==> config.mk <==
export PLATFORM = sky130hd
export DESIGN_NAME = i2cm_master_seq
export DESIGN_NICKNAME = d
export VERILOG_FILES = /design/src/i2cm_pkg.sv /design/src/i2cm_brg_if.sv /design/src/i2cm_reload_counter.sv /design/src/i2cm_master_seq.sv
export SDC_FILE = /design/constraint.sdc
export NUM_CORES = 1
export LEC_CHECK = 0
export BUFFER_PORTS_ARGS = -buffer_cell sky130_fd_sc_hd__buf_2
export CAP_MARGIN = 20
export CORE_AREA = 2 2 97 99
export DETAILED_ROUTE_END_ITERATION = 6
export DIE_AREA = 0 0 99 101
export PLACE_DENSITY = 0.49
export SYNTH_ARGS = -nofsm -noshare
export SYNTH_HDL_FRONTEND = slang
export SYNTH_SLANG_ARGS = --single-unit
==> constraint.sdc <==
create_clock -name core_clk -period 2.3 [get_ports core_clk]
set_clock_uncertainty 0.1 [all_clocks]
set_input_delay 0.115 -clock core_clk [delete_from_list [all_inputs] [get_ports core_clk]]
set_output_delay 0.115 -clock core_clk [all_outputs]
set_load 0.1 [all_outputs]
==> src/i2cm_pkg.sv <==
// Constants, state encoding and shared types of the two-wire master sequencer.
//
// Contract
// Each instance has its own reload value.
// Reload counter runs on system clock.
// One clock period equals two rollovers.
// Counter pauses while released clock stays low.
// Clock seen high reloads counter, restarts.
// Start: count, then pull data low.
// Hold one rollover, clear start request.
// Lines low or clock low: collision.
// Buffer write during start: refused, flagged.
// Control writes ignored during start sequences.
// Restart request acts only when idle.
// Restart: clock low, short load, release.
// Restart: both high, then data low.
// Start seen early, event after timeout.
// Restart collision on data or clock low.
// Buffer write during restart: refused, flagged.
// Software loads address after restart event.
// Buffer write sets full, starts byte.
// Bits change on falling clock edges.
// Full cleared after eighth bit; data released.
// Ninth falling edge samples acknowledge result.
// After ninth clock: event, clock held low.
// Seven-bit reload, counts down, auto reload.
// Software clears write collision flag itself.
// Lines only pulled low or released.
package i2cm_pkg;

    // --------------------------------------------------------------
    // Field positions and widths
    // --------------------------------------------------------------
    localparam int RELOAD_W       = 7;
    localparam int RESTART_LOAD_W = 6;
    localparam int CTL2_WR_W      = 5;
    localparam int CTL2_START_BIT = 0;
    localparam int CTL2_RSTRT_BIT = 1;
    localparam int BYTE_W         = 8;
    localparam int BIT_IDX_W      = 4;

    // --------------------------------------------------------------
    // Byte sequencing and reset values
    // --------------------------------------------------------------
    localparam logic [BIT_IDX_W-1:0] LAST_DATA_IDX = 4'h7;
    localparam logic [BIT_IDX_W-1:0] ACK_IDX       = 4'h8;
    localparam logic [RELOAD_W-1:0]  CNT_RST       = 7'h00;
    localparam logic [BYTE_W-1:0]    SHIFT_RST     = 8'h00;

    // --------------------------------------------------------------
    // Sequencer states
    // --------------------------------------------------------------
    typedef enum logic [3:0] {
        ST_IDLE    = 4'h0,
        ST_S_CHK   = 4'h1,
        ST_S_HOLD  = 4'h3,
        ST_R_SCLLO = 4'h2,
        ST_R_SDARL = 4'h6,
        ST_R_SCLRL = 4'h7,
        ST_R_HIGH  = 4'h5,
        ST_R_SDALO = 4'h4,
        ST_T_LOW   = 4'hc,
        ST_T_RISE  = 4'hd,
        ST_T_HIGH  = 4'hf
    } i2cm_state_t;

endpackage

==> src/i2cm_brg_if.sv <==
// Carrier between the sequencer and its reload counter.
`timescale 1ns/100ps
interface i2cm_brg_if;
    import i2cm_pkg::*;
    logic                load;
    logic                run;
    logic [RELOAD_W-1:0] value;
    logic                tick;
    logic [RELOAD_W-1:0] cnt;

    modport ctl (output load, output run, output value, input tick, input cnt);
    modport cnt_side (input load, input run, input value, output tick, output cnt);
endinterface

==> src/i2cm_reload_counter.sv <==
// Reload counter that times every rollover of the serial clock.
`timescale 1ns/100ps
module i2cm_reload_counter
    import i2cm_pkg::*;
(
    // Clock and reset
    input  wire logic   core_clk,
    input  wire logic   srst,
    // Sequencer side
    i2cm_brg_if.cnt_side brg
);

    logic [RELOAD_W-1:0] cnt_ff;

    // Counts down on every system clock while run is set; stops at zero until the sequencer reloads.
    always_ff @(posedge core_clk) begin
        if (srst) begin
            cnt_ff <= CNT_RST;
        end else if (brg.load) begin
            cnt_ff <= brg.value;
        end else if (brg.run && (cnt_ff != CNT_RST)) begin
            cnt_ff <= cnt_ff - 7'h01;
        end
    end

    assign brg.tick = brg.run && (cnt_ff == CNT_RST);
    assign brg.cnt  = cnt_ff;

endmodule

==> src/i2cm_master_seq.sv <==
// Master sequencer: start, repeated start and byte transmit with clock arbitration.
`timescale 1ns/100ps
module i2cm_master_seq
    import i2cm_pkg::*;
(
    // Clock and reset
    input  wire logic                 core_clk,
    input  wire logic                 srst,
    // Reload value of this instance
    input  wire logic [RELOAD_W-1:0]  reload_value_register,
    // Control-two and transfer buffer writes
    input  wire logic                 ctl2_wr,
    input  wire logic [CTL2_WR_W-1:0] ctl2_wdata,
    input  wire logic                 txbuf_wr,
    input  wire logic [BYTE_W-1:0]    txbuf_wdata,
    // Software clears of sticky flags
    input  wire logic                 write_collision_flag_clr,
    input  wire logic                 sef_clr,
    input  wire logic                 bcl_clr,
    // Status
    output logic                      start_request_bit,
    output logic                      restart_request_bit,
    output logic                      ack_result_flag,
    output logic                      buffer_full_flag,
    output logic                      start_seen_flag,
    output logic                      write_collision_flag,
    output logic                      serial_event_flag,
    output logic                      collision_event_flag,
    // Bus lines
    input  wire logic                 scl_i,
    output logic                      scl_o,
    output logic                      scl_oe,
    input  wire logic                 sda_i,
    output logic                      sda_o,
    output logic                      sda_oe
);

    // --------------------------------------------------------------
    // Line samplers
    // --------------------------------------------------------------
    logic scl_meta_ff;
    logic scl_s_ff;
    logic sda_meta_ff;
    logic sda_s_ff;

    always_ff @(posedge core_clk) begin
        if (srst) begin
            scl_meta_ff <= 1'b1;
            scl_s_ff    <= 1'b1;
            sda_meta_ff <= 1'b1;
            sda_s_ff    <= 1'b1;
        end else begin
            scl_meta_ff <= scl_i;
            scl_s_ff    <= scl_meta_ff;
            sda_meta_ff <= sda_i;
            sda_s_ff    <= sda_meta_ff;
        end
    end

    // --------------------------------------------------------------
    // Reload counter
    // --------------------------------------------------------------
    i2cm_brg_if brg_if ();

    i2cm_reload_counter u_cnt (
        .core_clk (core_clk),
        .srst     (srst),
        .brg      (brg_if)
    );

    i2cm_state_t            state_ff;
    logic [BYTE_W-1:0]      shift_ff;
    logic [BIT_IDX_W-1:0]   bit_idx_ff;
    logic                   tick;
    logic                   idle;
    logic                   start_go;
    logic                   rs_go;
    logic                   tx_go;
    logic                   write_collision_flag_ev;
    logic                   coll;
    logic                   lines_high;
    logic                   byte_end;

    assign tick       = brg_if.tick;
    assign idle       = (state_ff == ST_IDLE);
    assign lines_high = scl_s_ff && sda_s_ff;
    assign byte_end   = (state_ff == ST_T_HIGH) && tick && (bit_idx_ff == ACK_IDX);
    // Only an idle sequencer accepts events; nothing is queued.
    assign start_go   = idle && ctl2_wr && ctl2_wdata[CTL2_START_BIT];
    assign rs_go      = idle && ctl2_wr && !ctl2_wdata[CTL2_START_BIT] && ctl2_wdata[CTL2_RSTRT_BIT];
    assign tx_go      = idle && txbuf_wr && !(ctl2_wr && (ctl2_wdata[CTL2_START_BIT] || ctl2_wdata[CTL2_RSTRT_BIT]));
    assign write_collision_flag_ev    = txbuf_wr && !tx_go;

    // --------------------------------------------------------------
    // Collision detection
    // --------------------------------------------------------------
    always_comb begin
        coll = 1'b0;
        unique case (state_ff)
            ST_IDLE:    coll = start_go && !lines_high;
            ST_S_CHK:   coll = !scl_s_ff || (tick && !sda_s_ff);
            ST_R_SDARL: coll = tick && !sda_s_ff;
            ST_R_SCLRL: coll = scl_s_ff && !sda_s_ff;
            ST_R_HIGH:  coll = !scl_s_ff;
            default:    coll = 1'b0;
        endcase
    end

    // --------------------------------------------------------------
    // Counter control
    // --------------------------------------------------------------
    always_comb begin
        brg_if.load  = 1'b0;
        brg_if.run   = 1'b0;
        brg_if.value = reload_value_register;
        unique case (state_ff)
            ST_IDLE:    brg_if.load = (start_go && !coll) || tx_go;
            ST_S_CHK:   brg_if.load = tick && !coll;
            ST_R_SCLLO: begin
                brg_if.load  = !scl_s_ff;
                brg_if.value = {1'b0, reload_value_register[RESTART_LOAD_W-1:0]};
            end
            ST_R_SCLRL: brg_if.load = scl_s_ff && !coll;
            ST_R_HIGH:  brg_if.load = tick && !coll;
            ST_T_RISE:  brg_if.load = scl_s_ff;
            ST_T_HIGH:  brg_if.load = tick && (bit_idx_ff != ACK_IDX);
            default:    brg_if.load = 1'b0;
        endcase
        unique case (state_ff)
            ST_S_CHK, ST_S_HOLD, ST_R_SDARL, ST_R_HIGH, ST_R_SDALO, ST_T_LOW, ST_T_HIGH: brg_if.run = 1'b1;
            default:    brg_if.run = 1'b0;
        endcase
    end

    // --------------------------------------------------------------
    // Sequencer state
    // --------------------------------------------------------------
    always_ff @(posedge core_clk) begin
        if (srst || coll) begin
            state_ff <= ST_IDLE;
        end else begin
            unique case (state_ff)
                ST_IDLE: begin
                    if (start_go) begin
                        state_ff <= ST_S_CHK;
                    end else if (rs_go) begin
                        state_ff <= ST_R_SCLLO;
                    end else if (tx_go) begin
                        state_ff <= ST_T_LOW;
                    end
                end
                ST_S_CHK:   if (tick) state_ff <= ST_S_HOLD;
                ST_S_HOLD:  if (tick) state_ff <= ST_IDLE;
                ST_R_SCLLO: if (!scl_s_ff) state_ff <= ST_R_SDARL;
                ST_R_SDARL: if (tick) state_ff <= ST_R_SCLRL;
                ST_R_SCLRL: if (scl_s_ff) state_ff <= ST_R_HIGH;
                ST_R_HIGH:  if (tick) state_ff <= ST_R_SDALO;
                ST_R_SDALO: if (tick) state_ff <= ST_IDLE;
                ST_T_LOW:   if (tick) state_ff <= ST_T_RISE;
                ST_T_RISE:  if (scl_s_ff) state_ff <= ST_T_HIGH;
                ST_T_HIGH: begin
                    if (tick) begin
                        state_ff <= (bit_idx_ff == ACK_IDX) ? ST_IDLE : ST_T_LOW;
                    end
                end
                default:    state_ff <= ST_IDLE;
            endcase
        end
    end

    // --------------------------------------------------------------
    // Shifter and bit index
    // --------------------------------------------------------------
    always_ff @(posedge core_clk) begin
        if (srst) begin
            shift_ff   <= SHIFT_RST;
            bit_idx_ff <= 4'h0;
        end else if (tx_go) begin
            shift_ff   <= txbuf_wdata;
            bit_idx_ff <= 4'h0;
        end else if ((state_ff == ST_T_HIGH) && tick) begin
            shift_ff   <= {shift_ff[BYTE_W-2:0], 1'b0};
            bit_idx_ff <= bit_idx_ff + 4'h1;
        end
    end

    // --------------------------------------------------------------
    // Line drivers
    // --------------------------------------------------------------
    // The pads are open drain: a one only releases the line, so a stretching
    // device or a competing master always wins the wire.
    always_ff @(posedge core_clk) begin
        if (srst) begin
            scl_o  <= 1'b0;
            sda_o  <= 1'b0;
            scl_oe <= 1'b0;
            sda_oe <= 1'b0;
        end else if (coll) begin
            scl_oe <= 1'b0;
            sda_oe <= 1'b0;
        end else begin
            unique case (state_ff)
                ST_IDLE: begin
                    if (rs_go) begin
                        scl_oe <= 1'b1;
                    end else if (tx_go) begin
                        scl_oe <= 1'b1;
                        sda_oe <= !txbuf_wdata[BYTE_W-1];
                    end
                end
                ST_S_CHK:   if (tick) sda_oe <= 1'b1;
                ST_R_SCLLO: if (!scl_s_ff) sda_oe <= 1'b0;
                ST_R_SDARL: if (tick) scl_oe <= 1'b0;
                ST_R_HIGH:  if (tick) sda_oe <= 1'b1;
                ST_T_LOW:   if (tick) scl_oe <= 1'b0;
                ST_T_HIGH: begin
                    if (tick) begin
                        scl_oe <= 1'b1;
                        if (bit_idx_ff < LAST_DATA_IDX) begin
                            sda_oe <= !shift_ff[BYTE_W-2];
                        end else if (bit_idx_ff == LAST_DATA_IDX) begin
                            sda_oe <= 1'b0;
                        end
                    end
                end
                default: begin
                end
            endcase
        end
    end

    // --------------------------------------------------------------
    // Request bits and status flags
    // --------------------------------------------------------------
    always_ff @(posedge core_clk) begin
        if (srst || coll) begin
            start_request_bit   <= 1'b0;
            restart_request_bit <= 1'b0;
        end else begin
            if (start_go) begin
                start_request_bit <= 1'b1;
            end else if ((state_ff == ST_S_HOLD) && tick) begin
                start_request_bit <= 1'b0;
            end
            if (rs_go) begin
                restart_request_bit <= 1'b1;
            end else if ((state_ff == ST_R_SDALO) && tick) begin
                restart_request_bit <= 1'b0;
            end
        end
    end

    always_ff @(posedge core_clk) begin
        if (srst) begin
            start_seen_flag <= 1'b0;
        end else if (((state_ff == ST_S_CHK) || (state_ff == ST_R_HIGH)) && tick && !coll) begin
            start_seen_flag <= 1'b1;
        end
    end

    always_ff @(posedge core_clk) begin
        if (srst || coll) begin
            buffer_full_flag <= 1'b0;
        end else if (tx_go) begin
            buffer_full_flag <= 1'b1;
        end else if ((state_ff == ST_T_HIGH) && tick && (bit_idx_ff == LAST_DATA_IDX)) begin
            buffer_full_flag <= 1'b0;
        end
    end

    always_ff @(posedge core_clk) begin
        if (srst) begin
            ack_result_flag <= 1'b0;
        end else if (byte_end) begin
            ack_result_flag <= sda_s_ff;
        end
    end

    // Sticky flags: a hardware set in the clear cycle wins.
    always_ff @(posedge core_clk) begin
        if (srst) begin
            serial_event_flag    <= 1'b0;
            write_collision_flag <= 1'b0;
            collision_event_flag <= 1'b0;
        end else begin
            if ((((state_ff == ST_S_HOLD) || (state_ff == ST_R_SDALO)) && tick) || byte_end) begin
                serial_event_flag <= 1'b1;
            end else if (sef_clr) begin
                serial_event_flag <= 1'b0;
            end
            if (write_collision_flag_ev) begin
                write_collision_flag <= 1'b1;
            end else if (write_collision_flag_clr) begin
                write_collision_flag <= 1'b0;
            end
            if (coll) begin
                collision_event_flag <= 1'b1;
            end else if (bcl_clr) begin
                collision_event_flag <= 1'b0;
            end
        end
    end
endmodule

==> flow_metrics.env, run 1 <==
export IMPL_seq_area_frac_synth_pct=32.7
export IMPL_critPathSlowestCell="or4_4"
export IMPL_period_minus_slack_ps=2160
export IMPL_overflow=0
export IMPL_slowest_delay_ps=580
export IMPL_setup_tns_ps=0
export IMPL_ant_nets=0
export IMPL_worst_pin_slew_ps=572
export IMPL_rows=35
export IMPL_dieArea_um2=10000
export IMPL_finalHoldViolations=0
export IMPL_clockRootBuffer="clkbuf_8"
export IMPL_die_w_um=99
export IMPL_setup_violations=0
export IMPL_pre_cts_slack_ps=-1.35
export IMPL_cp_cell_sequence="or4_4 -> o211ai_2 -> a22oi_2 -> a2111oi_4 -> buf_12 -> nand2b_1 -> a21oi_2"
export IMPL_vdd_drop_max_mv=0.592
export IMPL_vias_per_cell=4.76
export IMPL_arrival_ps=2220
export IMPL_end_kind="flip-flop"
export IMPL_cts_sinks=36
export IMPL_route_detailed_drc=0
export IMPL_pin_count=41
export IMPL_io_buffers=35
export IMPL_p_per_area_nw_per_um2=1270
export IMPL_status="completed"
export IMPL_yosys_warnings=0
export IMPL_dp_hpwl_um=4470
export IMPL_core_um2=8980
export IMPL_synth_cells=265
export IMPL_gp_congestion=0.830
export IMPL_synth_avg_cell_area_um2=8.31
export IMPL_grt_max_degree=29
export IMPL_grt_pass1_wl_um=9170
export IMPL_post_route_period_util_pct=94.0
export IMPL_fp_dieH_um=101
export IMPL_first_pass_iters=4
export IMPL_layout_common_cells="35 x buf_2, 32 x dfxtp_1, 32 x buf_4, 27 x nand2_1, 26 x nor2_1"
export IMPL_start_util_pct=24.5
export IMPL_slew_violations=0
export IMPL_drtIter0Drc=132
export IMPL_syn_area_um2=2200
export IMPL_fill_cells=959
export IMPL_h_tree_depth=2
export IMPL_clockBufferDepth=2
export IMPL_antenna_cells=0
export IMPL_path_class="reg -> reg"
export IMPL_synth_edf_count=0
export IMPL_min_path_type="in -> reg"
export IMPL_cp_max_fo=13
export IMPL_crit_buf_inv=1
export IMPL_required_ps=2360
export IMPL_start_kind="flip-flop"
export IMPL_synth_async_reset_ratio_pct=0
export IMPL_clk_pin_slew_ps=70
export IMPL_drive_above_1_share_pct=32.3
export IMPL_finalNetCount=363
export IMPL_max_clock_freq_mhz=462
export IMPL_ys_types=59
export IMPL_synth_main_ff_cell="dfxtp_1"
export IMPL_numCtsBuffers=5
export IMPL_cts_tree="built"
export IMPL_setup_ws_ps=137
export IMPL_wl_per_cell_um=13.2
export IMPL_syn_to_final_growth_pct=29.0
export IMPL_clkLatencyLatePin_ps=290
export IMPL_rsz0062_at_grt="no"
export IMPL_maxSlewHeadroom_pct=61.8
export IMPL_max_cap_violations=0
export IMPL_wl_um=5820
export IMPL_mostFrequentLayoutCell="buf_2"
export IMPL_final_util_pct=31.6
export IMPL_num_vias=2105
export IMPL_p_leak_nw=1.15
export IMPL_crit_family="simple AND/OR/NAND/NOR gates"
export IMPL_ys_ff_latch=36
export IMPL_antenna_found_initial=0
export IMPL_track_usage_pct=11.5
export IMPL_grt_pass1_vias=1962
==> per-layer routing <==
metal	wire length (µm)	track usage [%]	part of all wire (%)	vias to the layer above
li1	-	-	-	1066
met1	2630	13.9	45	992
met2	2890	20.5	50	41
met3	231	2.29	4.0	6
met4	70	3.48	1.2	0
met5	0	0	0	-
==> synth_stat cells (all sizes together), types with 3 or more instances <==
library cell,count,area share (%)
buf,10,3.8
xor2,4,1.6
mux2i,5,2.3
inv,9,1.5
nand4,6,1.7
nand3b,3,1.0
a21o,3,1.0
nor2b,4,1.1
nor3,9,2.0
nand3,6,1.4
nand2,27,4.7
a21oi,18,4.3
xnor2,7,2.8
nor4,3,1.5
nand2b,7,2.0
a211oi,8,4.1
dfxtp,36,33
a22oi,7,2.6
clkbuf,8,1.8
or2,7,2.1
ha,4,2.3
o211ai,3,1.5
nor2,30,5.8
o21ai,10,2.3
==> tightest hold or removal path: cells and delay by family <==
kind / cells / cell delay [ps]
AO/OA/AOI/OAI: 2 / 180
buffers and inverters: 1 / 80
==> power by group <==
group          total (mW)  switching [mW]  internal (mW)
sequential          0.889           0.113          0.776
clock               0.548           0.227          0.322
combinational        2.18            1.27          0.917
total                3.62            1.61           2.01
==> what timing repair did <==
item | CTS | global route
cloned | 0 | 1
hold buffers | 6 | 0
endpoints found under the hold margin | 6 | 0
buffers inserted | 0 | 1
gates resized for setup | 1 | 6
pin swaps | 0 | 3
setup endpoints to repair | 8 | 16
==> cells by family after synthesis <==
group | after synthesis | share of synthesized area (%)
compound gates | 66 | 22.8
xor+xnor | 11 | 4.37
fa+ha+maj | 4 | 2.27
buf+inv | 27 | 7.16
flops | 36 | 32.7
mux | 5 | 2.27
other cells | 1 | 0.170
simple gates | 115 | 28.2
==> sequential cells by signal, summed over array words and instances (netlist names), 4 cells and up <==
register,count
shift_ff,7
u_cnt.brg.cnt,7
state_ff,4
bit_idx_ff,4
==> final cells by class <==
type / count / area (µm²) / share of cell area, %
flip-flops and latches: 36 / 726 / 25.6
inverters: 9 / 33.8 / 1.19
well taps: 111 / 139 / 4.89
clock buffers: 6 / 72.6 / 2.56
clock inverters: 2 / 35.0 / 1.23
repair buffers: 74 / 495 / 17.4
multi-input cells: 204 / 1340 / 47.1
==> worst paths after layout <==
check                 startpoint                to  slack [ps]  cells past startpoint
hold reg to reg      sda_meta_ff          sda_s_ff         310                      1
setup / recovery     state_ff[3]  u_cnt.brg.cnt[1]         140                      7
hold / removal    txbuf_wdata[4]       shift_ff[4]          20                      3
setup reg to reg     state_ff[3]  u_cnt.brg.cnt[1]         140                      7
==> per-stage QoR <==
stage                     hold WS [ps]  cell area [µm²]  power [mW]  std cells
final                             18.1             2840        3.62        442
after global routing              22.1             2840        3.88        442
after CTS                         5.96             2820        3.63        440
after detailed placement           202             2650        3.05        426
after global placement             202             2650        3.04        426
after floorplan                    119             2210        2.44        266
Power figures use the tool's default switching activity.
==> run 2: changes to the inputs <==
--- a/config.mk
+++ b/config.mk
@@ -10,7 +10,9 @@
 export CORE_AREA = 2 2 97 99
 export DETAILED_ROUTE_END_ITERATION = 6
 export DIE_AREA = 0 0 99 101
+export HOLD_SLACK_MARGIN = 0.15
 export PLACE_DENSITY = 0.49
+export REMOVE_ABC_BUFFERS = 1
 export SYNTH_ARGS = -nofsm -noshare
 export SYNTH_HDL_FRONTEND = slang
 export SYNTH_SLANG_ARGS = --single-unit
==> flow_metrics.env, run 2 (synthesized netlist as in run 1, its figures left out) <==
export IMPL_grt_pass1_wl_um=9850
export IMPL_cp_max_fo=14
export IMPL_pin_count=41
export IMPL_min_path_type="in -> reg"
export IMPL_mostFrequentLayoutCell="buf_2"
export IMPL_p_clk_share_pct=13.3
export IMPL_drive_above_1_share_pct=31.5
export IMPL_numCtsBuffers=5
export IMPL_vdd_drop_max_mv=0.554
export IMPL_wl_per_cell_um=12.9
export IMPL_p_per_area_nw_per_um2=1210
export IMPL_clk_pin_slew_ps=80
export IMPL_clkLatencyLatePin_ps=290
export IMPL_fin_hold_ws_ps=157
export IMPL_p_leak_nw=1.19
export IMPL_io_buffers=35
export IMPL_worst_pin_slew_ps=627
export IMPL_clockBufferDepth=2
export IMPL_finalHoldViolations=0
export IMPL_track_usage_pct=12.1
export IMPL_layout_common_cells="35 x buf_2, 33 x dfxtp_1, 27 x buf_4, 26 x nor2_1, 26 x nand2_1"
export IMPL_pre_cts_slack_ps=-49.7
export IMPL_rows=35
export IMPL_cts_sinks=36
export IMPL_path_class="reg -> reg"
export IMPL_rsz0062_at_grt="yes"
export IMPL_wl_um=5810
export IMPL_num_vias=2079
export IMPL_p_switching_mw=1.63
export IMPL_setup_tns_ps=0
export IMPL_p_sw_share_pct=45.3
export IMPL_overflow=0
export IMPL_antenna_cells=0
export IMPL_maxSlewHeadroom_pct=58.2
export IMPL_cp_cell_sequence="nor3b_2 -> nor4_4 -> a211oi_4 -> a2111oi_4 -> buf_12 -> nor4b_2 -> a31o_1"
export IMPL_period_minus_slack_ps=2210
export IMPL_post_route_period_util_pct=96.1
export IMPL_gp_congestion=0.771
export IMPL_crit_buf_inv=1
export IMPL_clockRootBuffer="clkbuf_8"
export IMPL_core_um2=8980
export IMPL_vias_per_cell=4.61
export IMPL_crit_family="compound AO/OA/AOI/OAI gates"
export IMPL_status="completed"
export IMPL_end_kind="flip-flop"
export IMPL_pwr_share_seq_pct=25.3
export IMPL_antenna_found_initial=0
export IMPL_die_w_um=99
export IMPL_grt_pass1_vias=2059
export IMPL_ant_nets=0
export IMPL_h_tree_depth=2
export IMPL_cts_tree="built"
export IMPL_slowest_delay_ps=450
export IMPL_route_detailed_drc=0
export IMPL_p_int_mw=1.97
export IMPL_critPathSlowestCell="nor4_4"
export IMPL_syn_to_final_growth_pct=35.1
export IMPL_final_util_pct=33.1
export IMPL_design_area_um2=2980
export IMPL_p_comb_share_pct=61.3
export IMPL_start_util_pct=24.5
export IMPL_required_ps=2390
export IMPL_finalNetCount=372
export IMPL_dp_hpwl_um=4270
export IMPL_placed_cell_area_um2=2630
export IMPL_fp_dieH_um=101
export IMPL_grt_max_degree=29
export IMPL_max_cap_violations=0
export IMPL_drtIter0Drc=91
export IMPL_first_pass_iters=4
export IMPL_max_clock_freq_mhz=453
export IMPL_slew_violations=0
export IMPL_start_kind="flip-flop"
export IMPL_setup_violations=0
export IMPL_arrival_ps=2300
export IMPL_dieArea_um2=10000
export IMPL_setup_ws_ps=90.4
==> run 2: worst reg2reg max path, cell delays in order, from the launching register on <==
cell	delay [ps]
dfxtp_4	380
nor3b_2	180
nor4_4	450
a211oi_4	120
a2111oi_4	420
buf_12	200
nor4b_2	60
a31o_1	200
==> run 2: cell type report <==
class | count | area, µm²
Multi-Input combinational cell | 203 | 1360
Clock buffer | 6 | 82.6
Clock inverter | 2 | 10.0
Timing Repair Buffer | 84 | 618
Inverter | 9 | 33.8
Sequential cell | 36 | 732
Tap cell | 111 | 139
Fill cell | 923 | 6000
==> run 2: worst paths after layout <==
check,end,depth (start not counted),slack [ps],start
setup / recovery,u_cnt.brg.cnt[6],7,90,state_ff[2]
hold / removal,u_cnt.brg.cnt[6],3,160,reload_value_register[6]
setup reg to reg,u_cnt.brg.cnt[6],7,90,state_ff[2]
hold reg to reg,scl_s_ff,1,310,scl_meta_ff
==> run 2: timing repair <==
action	in CTS	in global routing
setup endpoints to repair	7	17
hold buffers	20	0
pin swaps	0	1
setup buffers	0	1
gates resized for setup	3	10
hold endpoints to repair	19	0
==> run 2: power groups by stage <==
stage / clock network (mW) / registers [mW] / logic [mW]
after floorplan: 0 / 1.23 / 1.11
after global placement: 0 / 0.911 / 2.11
after detailed placement: 0 / 0.912 / 2.12
after CTS: 0.495 / 0.900 / 2.17
after global routing: 0.526 / 0.941 / 2.43
final: 0.479 / 0.912 / 2.21
==> run 2: stage by stage <==
| step | power [mW] | instances |
|---|---|---|
| finish | 3.60 | 451 |
| global route | 3.90 | 451 |
| CTS | 3.57 | 450 |
| detailed placement | 3.03 | 422 |
| global placement | 3.02 | 422 |
| floorplan | 2.34 | 248 |
==> run 2: per-layer routing <==
metal | share of wire [%] | vias up | track usage, %
met5 | 0 | - | 0
met1 | 50 | 948 | 16.6
met4 | 0 | 0 | 1.58
li1 | - | 1085 | -
met2 | 46 | 46 | 20.0
met3 | 3.5 | 0 | 2.77
